**config.mk**
```make
export PLATFORM = sky130hd
export DESIGN_NAME = supply_fault_irq
export DESIGN_NICKNAME = d
export VERILOG_FILES = /design/src/inc/supply_irq_pkg.sv /design/src/hdl/supply_fault_irq.sv /design/src/hdl/sticky_edge_flag.sv
export SDC_FILE = /design/constraint.sdc
export NUM_CORES = 1
export LEC_CHECK = 0
export BUFFER_PORTS_ARGS = -buffer_cell sky130_fd_sc_hd__buf_2
export CORE_MARGIN = 8
export CORE_UTILIZATION = 33
export CTS_CLUSTER_DIAMETER = 150
export DETAILED_ROUTE_END_ITERATION = 6
export PLACE_DENSITY_LB_ADDON = 0.3
export SLEW_MARGIN = 40
export SYNTH_ARGS = -nofsm -noshare
export SYNTH_HDL_FRONTEND = slang
export SYNTH_SLANG_ARGS = --single-unit
```
**constraint.sdc**
```tcl
create_clock -name mclk -period 2.44 [get_ports mclk]
set_clock_uncertainty 0.05 [all_clocks]
set_input_delay 0.488 -clock mclk [delete_from_list [all_inputs] [get_ports mclk]]
set_output_delay 0.488 -clock mclk [all_outputs]
set_load 0.01 [all_outputs]
```
**src/inc/supply_irq_pkg.sv**
```systemverilog
package supply_irq_pkg;

    // register bus geometry
    localparam int ADDR_W = 8;
    localparam int REG_W  = 16;

    // register offsets
    localparam logic [ADDR_W-1:0] CURRENT_SINK_IRQ_STATUS = 8'h1A;
    localparam logic [ADDR_W-1:0] UNDERVOLTAGE_IRQ_STATUS = 8'h1C;
    localparam logic [ADDR_W-1:0] COMPARATOR_IRQ_STATUS   = 8'h1F;
    localparam logic [ADDR_W-1:0] CURRENT_SINK_IRQ_MASK   = 8'h22;
    localparam logic [ADDR_W-1:0] UNDERVOLTAGE_IRQ_MASK   = 8'h24;
    localparam logic [ADDR_W-1:0] COMPARATOR_IRQ_MASK     = 8'h27;

    // field positions and sizes
    localparam int LINREG_N      = 4;
    localparam int BUCKBOOST_N   = 6;
    localparam int SINK_N        = 2;
    localparam int SUPPLY_N      = 3;
    localparam int UV_LINREG_LSB = 8;
    localparam int UV_BUCK_LSB   = 0;
    localparam int CS_LSB        = 12;
    localparam int EXT_LSB       = 13;

    // implemented bits of each status/mask register
    localparam logic [REG_W-1:0] UV_FIELD  = 16'h0F3F;
    localparam logic [REG_W-1:0] CS_FIELD  = 16'h3000;
    localparam logic [REG_W-1:0] EXT_FIELD = 16'hE000;
    localparam logic [REG_W-1:0] MASK_RESET = 16'h0000;

    // group indices
    localparam int GRP_UV  = 0;
    localparam int GRP_CS  = 1;
    localparam int GRP_EXT = 2;
    localparam int GRP_N   = 3;

    // one register access from the control interface
    typedef struct packed {
        logic              rd_en;
        logic              wr_en;
        logic [ADDR_W-1:0] addr;
        logic [REG_W-1:0]  wdata;
    } reg_req_type;

endpackage

```
**src/hdl/supply_fault_irq.sv**
```systemverilog
// What this block does
// - ten under-voltage flags, rising-edge set
// - flags sticky, cleared by reading register
// - 10-bit under-voltage mask gates summary
// - all mask bits zero after reset
// - two current-sink flags, bits 13:12
// - current-sink mask bits 13:12 gate summary
// - three supply-change flags, bits 15:13
// - supply flags set on either edge
// - supply mask bits 15:13 gate summary
// - summary is OR of unmasked flags
// - masked flags still set normally
`timescale 1ns/1ns
module supply_fault_irq
(
    input  wire logic                              mclk,
    input  wire logic                              reset,
    input  wire supply_irq_pkg::reg_req_type       reg_req,
    output logic [supply_irq_pkg::REG_W-1:0]       reg_rdata,
    input  wire logic [supply_irq_pkg::LINREG_N-1:0]    linreg_undervoltage,
    input  wire logic [supply_irq_pkg::BUCKBOOST_N-1:0] buckboost_undervoltage,
    input  wire logic [supply_irq_pkg::SINK_N-1:0]      sink_regulation_lost,
    input  wire logic                              usb_supply_status,
    input  wire logic                              adaptor_supply_status,
    input  wire logic                              battery_supply_status,
    output logic                                   undervoltage_summary_flag,
    output logic                                   current_sink_summary_flag,
    output logic                                   external_supply_summary_flag
);
    import supply_irq_pkg::*;

    logic [REG_W-1:0] events   [GRP_N];
    logic [REG_W-1:0] status   [GRP_N];
    logic [REG_W-1:0] mask_ff  [GRP_N];
    logic [REG_W-1:0] unmasked [GRP_N];
    logic [GRP_N-1:0] clear_rd;
    logic [REG_W-1:0] nxt_rdata;
    logic [REG_W-1:0] rdata_ff;
    logic [GRP_N-1:0] summary_ff;

    localparam logic [REG_W-1:0] FIELD    [GRP_N] = '{UV_FIELD, CS_FIELD,
                                                      EXT_FIELD};
    localparam logic [GRP_N-1:0] BOTH_EDG = 3'h4;

    // gather event inputs into status bit positions
    always_comb
    begin
        events[GRP_UV]  = '0;
        events[GRP_CS]  = '0;
        events[GRP_EXT] = '0;
        events[GRP_UV][UV_LINREG_LSB +: LINREG_N]  = linreg_undervoltage;
        events[GRP_UV][UV_BUCK_LSB +: BUCKBOOST_N] = buckboost_undervoltage;
        events[GRP_CS][CS_LSB +: SINK_N]           = sink_regulation_lost;
        events[GRP_EXT][EXT_LSB +: SUPPLY_N]       = {usb_supply_status,
                                                      adaptor_supply_status,
                                                      battery_supply_status};
    end

    // a read of a status register clears that register
    assign clear_rd[GRP_UV]  = reg_req.rd_en &&
                               reg_req.addr == UNDERVOLTAGE_IRQ_STATUS;
    assign clear_rd[GRP_CS]  = reg_req.rd_en &&
                               reg_req.addr == CURRENT_SINK_IRQ_STATUS;
    assign clear_rd[GRP_EXT] = reg_req.rd_en &&
                               reg_req.addr == COMPARATOR_IRQ_STATUS;

    // one sticky edge cell per implemented status bit
    for (genvar g = 0; g < GRP_N; g++)
    begin : g_grp
        for (genvar i = 0; i < REG_W; i++)
        begin : g_bit
            if (FIELD[g][i])
            begin : g_cell
                sticky_edge_flag #(.BOTH_EDGES(BOTH_EDG[g])) u_flag
                (
                    .mclk     (mclk),
                    .reset    (reset),
                    .event_in (events[g][i]),
                    .clear    (clear_rd[g]),
                    .flag_ff  (status[g][i])
                );
            end
            else
            begin : g_none
                assign status[g][i] = 1'b0;
            end
        end
        // masking acts only on the summary, never on the flag
        assign unmasked[g] = status[g] & ~mask_ff[g];
    end

    // mask registers, written through the control interface
    always_ff @(posedge mclk)
    begin
        if (reset)
        begin
            mask_ff[GRP_UV]  <= MASK_RESET;
            mask_ff[GRP_CS]  <= MASK_RESET;
            mask_ff[GRP_EXT] <= MASK_RESET;
        end
        else if (reg_req.wr_en)
        begin
            if (reg_req.addr == UNDERVOLTAGE_IRQ_MASK)
                mask_ff[GRP_UV] <= reg_req.wdata & UV_FIELD;
            else if (reg_req.addr == CURRENT_SINK_IRQ_MASK)
                mask_ff[GRP_CS] <= reg_req.wdata & CS_FIELD;
            else if (reg_req.addr == COMPARATOR_IRQ_MASK)
                mask_ff[GRP_EXT] <= reg_req.wdata & EXT_FIELD;
        end
    end

    // read multiplexer, unmapped addresses read zero
    always_comb
    begin
        if (reg_req.addr == UNDERVOLTAGE_IRQ_STATUS)
            nxt_rdata = status[GRP_UV];
        else if (reg_req.addr == CURRENT_SINK_IRQ_STATUS)
            nxt_rdata = status[GRP_CS];
        else if (reg_req.addr == COMPARATOR_IRQ_STATUS)
            nxt_rdata = status[GRP_EXT];
        else if (reg_req.addr == UNDERVOLTAGE_IRQ_MASK)
            nxt_rdata = mask_ff[GRP_UV];
        else if (reg_req.addr == CURRENT_SINK_IRQ_MASK)
            nxt_rdata = mask_ff[GRP_CS];
        else if (reg_req.addr == COMPARATOR_IRQ_MASK)
            nxt_rdata = mask_ff[GRP_EXT];
        else
            nxt_rdata = '0;
    end

    // read data register, holds until the next read
    always_ff @(posedge mclk)
    begin
        if (reset)
            rdata_ff <= '0;
        else if (reg_req.rd_en)
            rdata_ff <= nxt_rdata;
    end

    // first-level summaries
    always_ff @(posedge mclk)
    begin
        if (reset)
            summary_ff <= '0;
        else
        begin
            summary_ff[GRP_UV]  <= |unmasked[GRP_UV];
            summary_ff[GRP_CS]  <= |unmasked[GRP_CS];
            summary_ff[GRP_EXT] <= |unmasked[GRP_EXT];
        end
    end

    assign reg_rdata                    = rdata_ff;
    assign undervoltage_summary_flag    = summary_ff[GRP_UV];
    assign current_sink_summary_flag    = summary_ff[GRP_CS];
    assign external_supply_summary_flag = summary_ff[GRP_EXT];

    // checks
    a_uv_rise_sets: assert property (@(posedge mclk) disable iff (reset)
        $rose(linreg_undervoltage[0]) |=> status[GRP_UV][UV_LINREG_LSB])
        else $error("linreg rising edge did not set its flag");

    a_set_beats_clear: assert property (@(posedge mclk)
        disable iff (reset)
        $rose(buckboost_undervoltage[0]) && clear_rd[GRP_UV]
        |=> status[GRP_UV][UV_BUCK_LSB])
        else $error("edge lost against clearing read");

    a_read_clears: assert property (@(posedge mclk) disable iff (reset)
        clear_rd[GRP_UV] && $stable(linreg_undervoltage)
        && $stable(buckboost_undervoltage) |=> status[GRP_UV] == '0)
        else $error("read did not clear under-voltage flags");

    a_flag_sticky: assert property (@(posedge mclk) disable iff (reset)
        status[GRP_CS][CS_LSB] && !clear_rd[GRP_CS]
        |=> status[GRP_CS][CS_LSB] [*1])
        else $error("current-sink flag dropped without a read");

    a_cs_rise_sets: assert property (@(posedge mclk) disable iff (reset)
        $rose(sink_regulation_lost[1]) |=> status[GRP_CS][CS_LSB+1])
        else $error("sink one flag not set");

    a_ext_fall_sets: assert property (@(posedge mclk) disable iff (reset)
        $fell(usb_supply_status) |=> status[GRP_EXT][EXT_LSB+2])
        else $error("falling supply change not flagged");

    a_masks_reset: assert property (@(posedge mclk)
        $fell(reset) |-> mask_ff[GRP_UV] == '0 && mask_ff[GRP_CS] == '0
        && mask_ff[GRP_EXT] == '0)
        else $error("mask not zero after reset");

    a_uv_summary: assert property (@(posedge mclk) disable iff (reset)
        ##1 undervoltage_summary_flag == $past(|unmasked[GRP_UV]))
        else $error("under-voltage summary wrong");

    a_ext_masked: assert property (@(posedge mclk) disable iff (reset)
        mask_ff[GRP_EXT] == EXT_FIELD |=> !external_supply_summary_flag)
        else $error("masked supply flags reached summary");

    a_read_data: assert property (@(posedge mclk) disable iff (reset)
        reg_req.rd_en && reg_req.addr == COMPARATOR_IRQ_STATUS
        |=> reg_rdata == $past(status[GRP_EXT]))
        else $error("comparator status read data wrong");
endmodule // supply_fault_irq

```
**src/hdl/sticky_edge_flag.sv**
```systemverilog
`timescale 1ns/1ns
module sticky_edge_flag
#(
    parameter bit BOTH_EDGES = 1'b0
)
(
    input  wire logic mclk,
    input  wire logic reset,
    input  wire logic event_in,
    input  wire logic clear,
    output logic      flag_ff
);
    logic prev_ff;
    logic edge_seen;

    // previous event level, loaded during reset so no false edge
    always_ff @(posedge mclk)
    begin
        prev_ff <= event_in;
    end

    // rising edge, or any change when both edges count
    assign edge_seen = BOTH_EDGES ? (event_in ^ prev_ff)
                                  : (event_in & ~prev_ff);

    // sticky flag: new edge beats a clearing read
    always_ff @(posedge mclk)
    begin
        if (reset)
            flag_ff <= 1'b0;
        else if (edge_seen)
            flag_ff <= 1'b1;
        else if (clear)
            flag_ff <= 1'b0;
    end
endmodule // sticky_edge_flag

```
# After elaboration in Yosys (flattened, before gate mapping)
# Memory sizes are Yosys's and may differ from the RTL's.
# Cells that the tools add are included.
dict set report word_totals {
  input_bits 43
  ramBits 42
  ff_bits 49
  out_inout_bits 19
  mem_count 1
  elab_cells 140
}
dict set report classes {
  muxes 44
  reduce_logical 21
  eq_ne 6
  bitwise 36
}
# name words width read_ports rd_clocked_by_memory_dff write_ports line
set mem_list {}
lappend mem_list {mask_ff 3 14 3 0 3 supply_fault_irq.sv:34} ;# logic [REG_W-1:0] mask_ff [GRP_N];
# op count
set op_table {}
lappend op_table {{$mux 16} 6}
lappend op_table {{$not 16->16} 3}
lappend op_table {{$reduce_or 16->1} 3}
lappend op_table {{$mux 14} 3}
lappend op_table {{$mux 1} 35}
lappend op_table {{$reduce_bool 2->1} 15}
lappend op_table {{$eq 8x5->1 const B} 3}
lappend op_table {{$eq 8x6->1 const B} 3}
lappend op_table {{$and 12x16->16} 1}
lappend op_table {{$and 14x16->16} 1}
lappend op_table {{$and 16x16->16} 1}
lappend op_table {{$and 1x1->1} 12}
lappend op_table {{$not 1->1} 12}
lappend op_table {{$logic_and 1x1->1} 3}
lappend op_table {{$or 1x1->1} 3}
lappend op_table {{$xor 1x1->1} 3}

# Longest topological paths before layout
dict set report depth {
  word_depth 8
  ltp_mapped 6
  depth_no_buf 4
}

# By module
# From an unflattened synthesis, not the netlist that was laid out.
dict set report unflattened {
  cells_unflattened 221
  area_unflattened_um2 2472.4
}
# mod area_per_inst_um2 n_inst seq_area_each_um2 cells_each
set by_module_without_submodules {}
lappend by_module_without_submodules {supply_fault_irq 1556.5 1 790.8 146}
lappend by_module_without_submodules {{sticky_edge_flag at g_grp[0].g_bit[0].g_cell.u_flag ...} 61.3 12 40.0 5}
lappend by_module_without_submodules {{sticky_edge_flag at g_grp[2].g_bit[13].g_cell.u_flag ...} 60.1 3 40.0 5}

# Worst setup path before layout
# No wires, ideal clock.
dict set report synth_path {
  path_type {input-to-reg}
  from {input port reg_req[23] (netlist name)}
  to {memory mask_ff[0][0] (netlist name), enable pin}
  t_required_ns 2.011
  cell_stages 3
  arrival_ns 1.842
  n_path_buf 0
  setup_time_ns 0.379
  setup_slack_ns 0.169
  path_cell_list {or4b_1 -> nand3b_4 -> o21bai_1}
}
# element line
set synth_lines {}
lappend synth_lines {{from (decl)} supply_fault_irq.sv:18} ;# input wire supply_irq_pkg::reg_req_type reg_req,
lappend synth_lines {{to (decl)} supply_fault_irq.sv:34}

# Final worst setup path
dict set report layout_path {
  from {input port reg_req[23] (netlist name)}
  to {register rdata_ff[12], in the netlist reg_rdata[12]}
}
dict set report layout_between {
  elab_chain_cells 7
  elab_cells_between_ends 12
  classes_between {eq/ne: 6; mux: 6}
}
# element line
set layout_lines {}
lappend layout_lines {{$eq 8x6->1} supply_fault_irq.sv:125} ;# else if (reg_req.addr == COMPARATOR_IRQ_MASK)
lappend layout_lines {{$mux 16} supply_fault_irq.sv:125}
lappend layout_lines {{$mux 16} supply_fault_irq.sv:123} ;# else if (reg_req.addr == CURRENT_SINK_IRQ_MASK)
lappend layout_lines {{$mux 16} supply_fault_irq.sv:121} ;# else if (reg_req.addr == UNDERVOLTAGE_IRQ_MASK)
lappend layout_lines {{$mux 16} supply_fault_irq.sv:119} ;# else if (reg_req.addr == COMPARATOR_IRQ_STATUS)
lappend layout_lines {{$mux 16} supply_fault_irq.sv:117} ;# else if (reg_req.addr == CURRENT_SINK_IRQ_STATUS)
lappend layout_lines {{$mux 16 *} supply_fault_irq.sv:115} ;# if (reg_req.addr == UNDERVOLTAGE_IRQ_STATUS)
lappend layout_lines {{to (signal assigned)} supply_fault_irq.sv:137} ;# rdata_ff <= nxt_rdata;
lappend layout_lines {{to (decl)} supply_fault_irq.sv:38} ;# logic [REG_W-1:0] rdata_ff;
# Mark *: on every way between the ends. The rest lies on a longest branch, timed or not.
# A chain may end at the register's enable or synchronous reset.

==> results by group <==
Worst setup path
  • Reg-to-reg endpoint: reg_rdata[13]
  • Reg2reg start: mask_ff[0][39]
  • Crit start category: primary input
  • FF-to-FF setup slack: 1.33 ns
  • Kind of critical path: in -> reg
  • WP data arrival: 1.99 ns
  • Setup crit end kind: flip-flop
  • R2r worst-path depth: 4
  • Critical path required time: 2.63 ns
  • Crit-path max FO: 4

Placement
  • Dpl hpwl: 4.18 mm
  • Worst slack at placement: 0.297 ns
  • IO buf count: 57
  • GPL Wtd Cong: 0.838

Yosys
  • Ys async rst share: 0
  • Syn Inst Count: between 200 and 250
  • Cell accounting for the most synthesized area: dfxtp_1
  • Top cell type's share of synthesized area: 0.389
  • Post-synthesis sequential area ratio: 0.576
  • Post-synthesis cell type count: 40
  • Syn Area/Cell: 10.9 sq um
  • Post-Syn Area: approximately 2400 sq um
  • Primary flip-flop cell chosen by synthesis mapping: dfxtp_1
  • Post-synth EDFFs: 15
  • Largest cells by area after synthesis: dfxtp_1, edfxtp_1, a222oi_1
  • FF+latch count, synth: 62
  • Ys Warns: 0

Routing
  • Via count: roughly 1800
  • Post-DRT Antenna Nets: 0
  • DR WL/cell: 14.0 um
  • Starting DRC count in detailed routing: between 70 and 80
  • DR vias/cell: about 4.5
  • Total wire length: 5.50 mm
  • Drt pass-1 iters: 5
  • Remaining DRCs: 0

Clock network
  • Post-CTS Setup Inserts: 0
  • Resized Gates After CTS: 0
  • CTS tree: done
  • Clk root buf: clkbuf_8
  • Total CTS buffers: 9
  • H-tree depth: 3
  • Hold_buf cts: 0
  • Worst-Skew Late Latency: between 0.3 and 0.4 ns
  • # clock sinks: 62
  • Clk buf depth: 2
  • Clock Pin Slew Worst Setup and Hold Paths: 0.07 ns

Global routing
  • Largest net degree at the start of global routing: 19
  • Number of global-route vias before repair: 1933
  • First-pass GRT wire length: 9.15 mm
  • Total GRT Usage: 0.117
  • Initial antenna violation count: 0
  • Remaining global-route overflow: 0

Timing
  • # setup viols final: 0
  • Fmax: approximately 560 MHz
  • RSZ-0062 raised after global routing: false
  • Worst slew pin tran: roughly 0.67 ns
  • Post-route setup slack: 0.642 ns
  • Setup TNS: 0 ns
  • Period utilization: 0.737
  • Max-slew headroom: 0.554
  • Final Critical Period: 1.80 ns
  • Final hold viol count: 0
  • Max-slew violation count: 0

Floorplanning
  • Die width: 102 um
  • I/O pin total: slightly above 60
  • Initial Util: 0.337
  • Die area: 10300 sq um
  • Core ar.: 7180 sq um
  • Vert. Die Dim: 102 um
  • Rows: 31

Layout
  • Area Overhead vs Synth: 25.5%
  • Antenna diodes: 0
  • Fin nets: 331
  • Layout cell share with drive strength beyond 1: 0.324
  • Fill cells: 714

Job
  • Max-cap violation count: 0

Worst hold path
  • Hold EP: g_grp[0].g_bit[4].g_cell.u_flag.prev_ff
  • HP Class: in -> reg
  • Hold Path Cell Cnt: 1
  • Hold Crit Start: buckboost_undervoltage[4]

Outcome
  • Outcome: complete, no violations

Power and ir drop
  • Maximum vdd ir drop: between 0.0002 and 0.0003 V
  • PD cells: 725 nW/um^2
  • Leakage power: 1.34 nW
-- metrics by stage --
step / power (mW) / hold WS (ns) / utilization / cells / area [sq um]
floorplan: 1.23 / 0.405 / - / 222 / 2420
global placement: 1.30 / 0.414 / 0.394 / 376 / 2820
detailed placement: 1.30 / 0.420 / 0.394 / 376 / 2820
CTS: 2.23 / 0.186 / 0.422 / 392 / 3030
global route: 2.29 / 0.189 / 0.422 / 392 / 3030
finish: 2.20 / 0.206 / 0.422 / 392 / 3030
-- cell usage after synthesis (2+ instances only) --
cell type	count
nand3_1	3
dfxtp_1	47
o22ai_1	5
and2_1	14
buf_4	2
clkbuf_1	4
xor2_1	3
o21ai_0	5
o21bai_1	3
edfxtp_1	15
o32ai_1	3
inv_1	25
buf_6	2
a21oi_1	8
nor2_1	18
nor4_4	2
nand2b_1	9
or4b_1	2
a32oi_1	2
a222oi_1	10
nor2b_1	10
a21oi_2	10
nand4_1	2
-- cell type report --
class                           instances  area, sq um  area share
Sequential cell                        62         1390       0.459
Multi-Input combinational cell        126          877       0.289
Timing Repair Buffer                   64          338       0.111
Clock buffer                           11          153      0.0504
Tap cell                               99          124      0.0409
Inverter                               25         93.8      0.0310
Clock inverter                          5         55.1      0.0182
-- worst max-delay path, stage by stage --
cell     delay [ns]
buf_2          0.12
or4b_2         0.72
nor2_1         0.28
a32oi_1        0.15
o32ai_1        0.23
-- per-layer routing --
metal / vias up / global-route usage / share of wire
met5: - / 0 / 0
met2: 62 / 0.171 / 0.45
met3: 15 / 0.0323 / 0.068
met1: 792 / 0.141 / 0.45
met4: 0 / 0.0939 / 0.036
li1: 911 / - / -
-- cell families (layout without fill, tap and decap cells) --
kind of cell,Yosys count,count (layout),share of synthesized area
buf+inv,34,105,0.0627
simple gates,69,69,0.185
compound gates,51,51,0.161
xor+xnor,4,4,0.0145
flops,62,62,0.576
other cells,1,2,0.00155
-- flip-flops by register name, indices dropped and copies added (netlist names) --
signal / flops
mask_ff: 15
summary_ff: 3
reg_rdata: 14
g_grp.g_bit.g_cell.u_flag.prev_ff: 15
g_grp.g_bit.g_cell.u_flag.flag_ff: 15
-- layout by cell type (no fill, tap or decap), types with 2 or more instances in the layout --
cell,n
buf_2,57
dfxtp_1,47
inv_1,25
nor2_1,18
edfxtp_1,15
and2_1,14
nor2b_1,10
a21oi_2,10
a222oi_1,10
nand2b_1,9
clkbuf_8,9
a21oi_1,8
buf_4,7
o21ai_0,5
o22ai_1,5
nand3_1,3
o21bai_1,3
o32ai_1,3
xor2_1,3
or4b_1,2
nand4_1,2
a32oi_1,2
nor4_4,2
conb_1,2
clkinv_2,2
-- where the power goes --
part | internal (mW) | switching, mW | total (mW)
clock | 0.532 | 0.387 | 0.920
sequential | 1.10 | 0.0280 | 1.13
combinational | 0.0700 | 0.0798 | 0.150
total | 1.70 | 0.495 | 2.20
-- worst max-delay path by stage --
stage / end / cells after the start / from
6_report: reg_rdata[12] / 5 / reg_req[23]
5_1_grt: mask_ff[0][0] / 5 / reg_req[23]
4_1_cts: mask_ff[0][25] / 6 / reg_req[23]
3_5_place_dp: mask_ff[0][4] / 5 / reg_req[23]
3_3_place_gp: mask_ff[0][4] / 5 / reg_req[23]
2_1_floorplan: mask_ff[0][0] / 3 / reg_req[23]
Note: power is estimated with default switching activity, not from simulation.
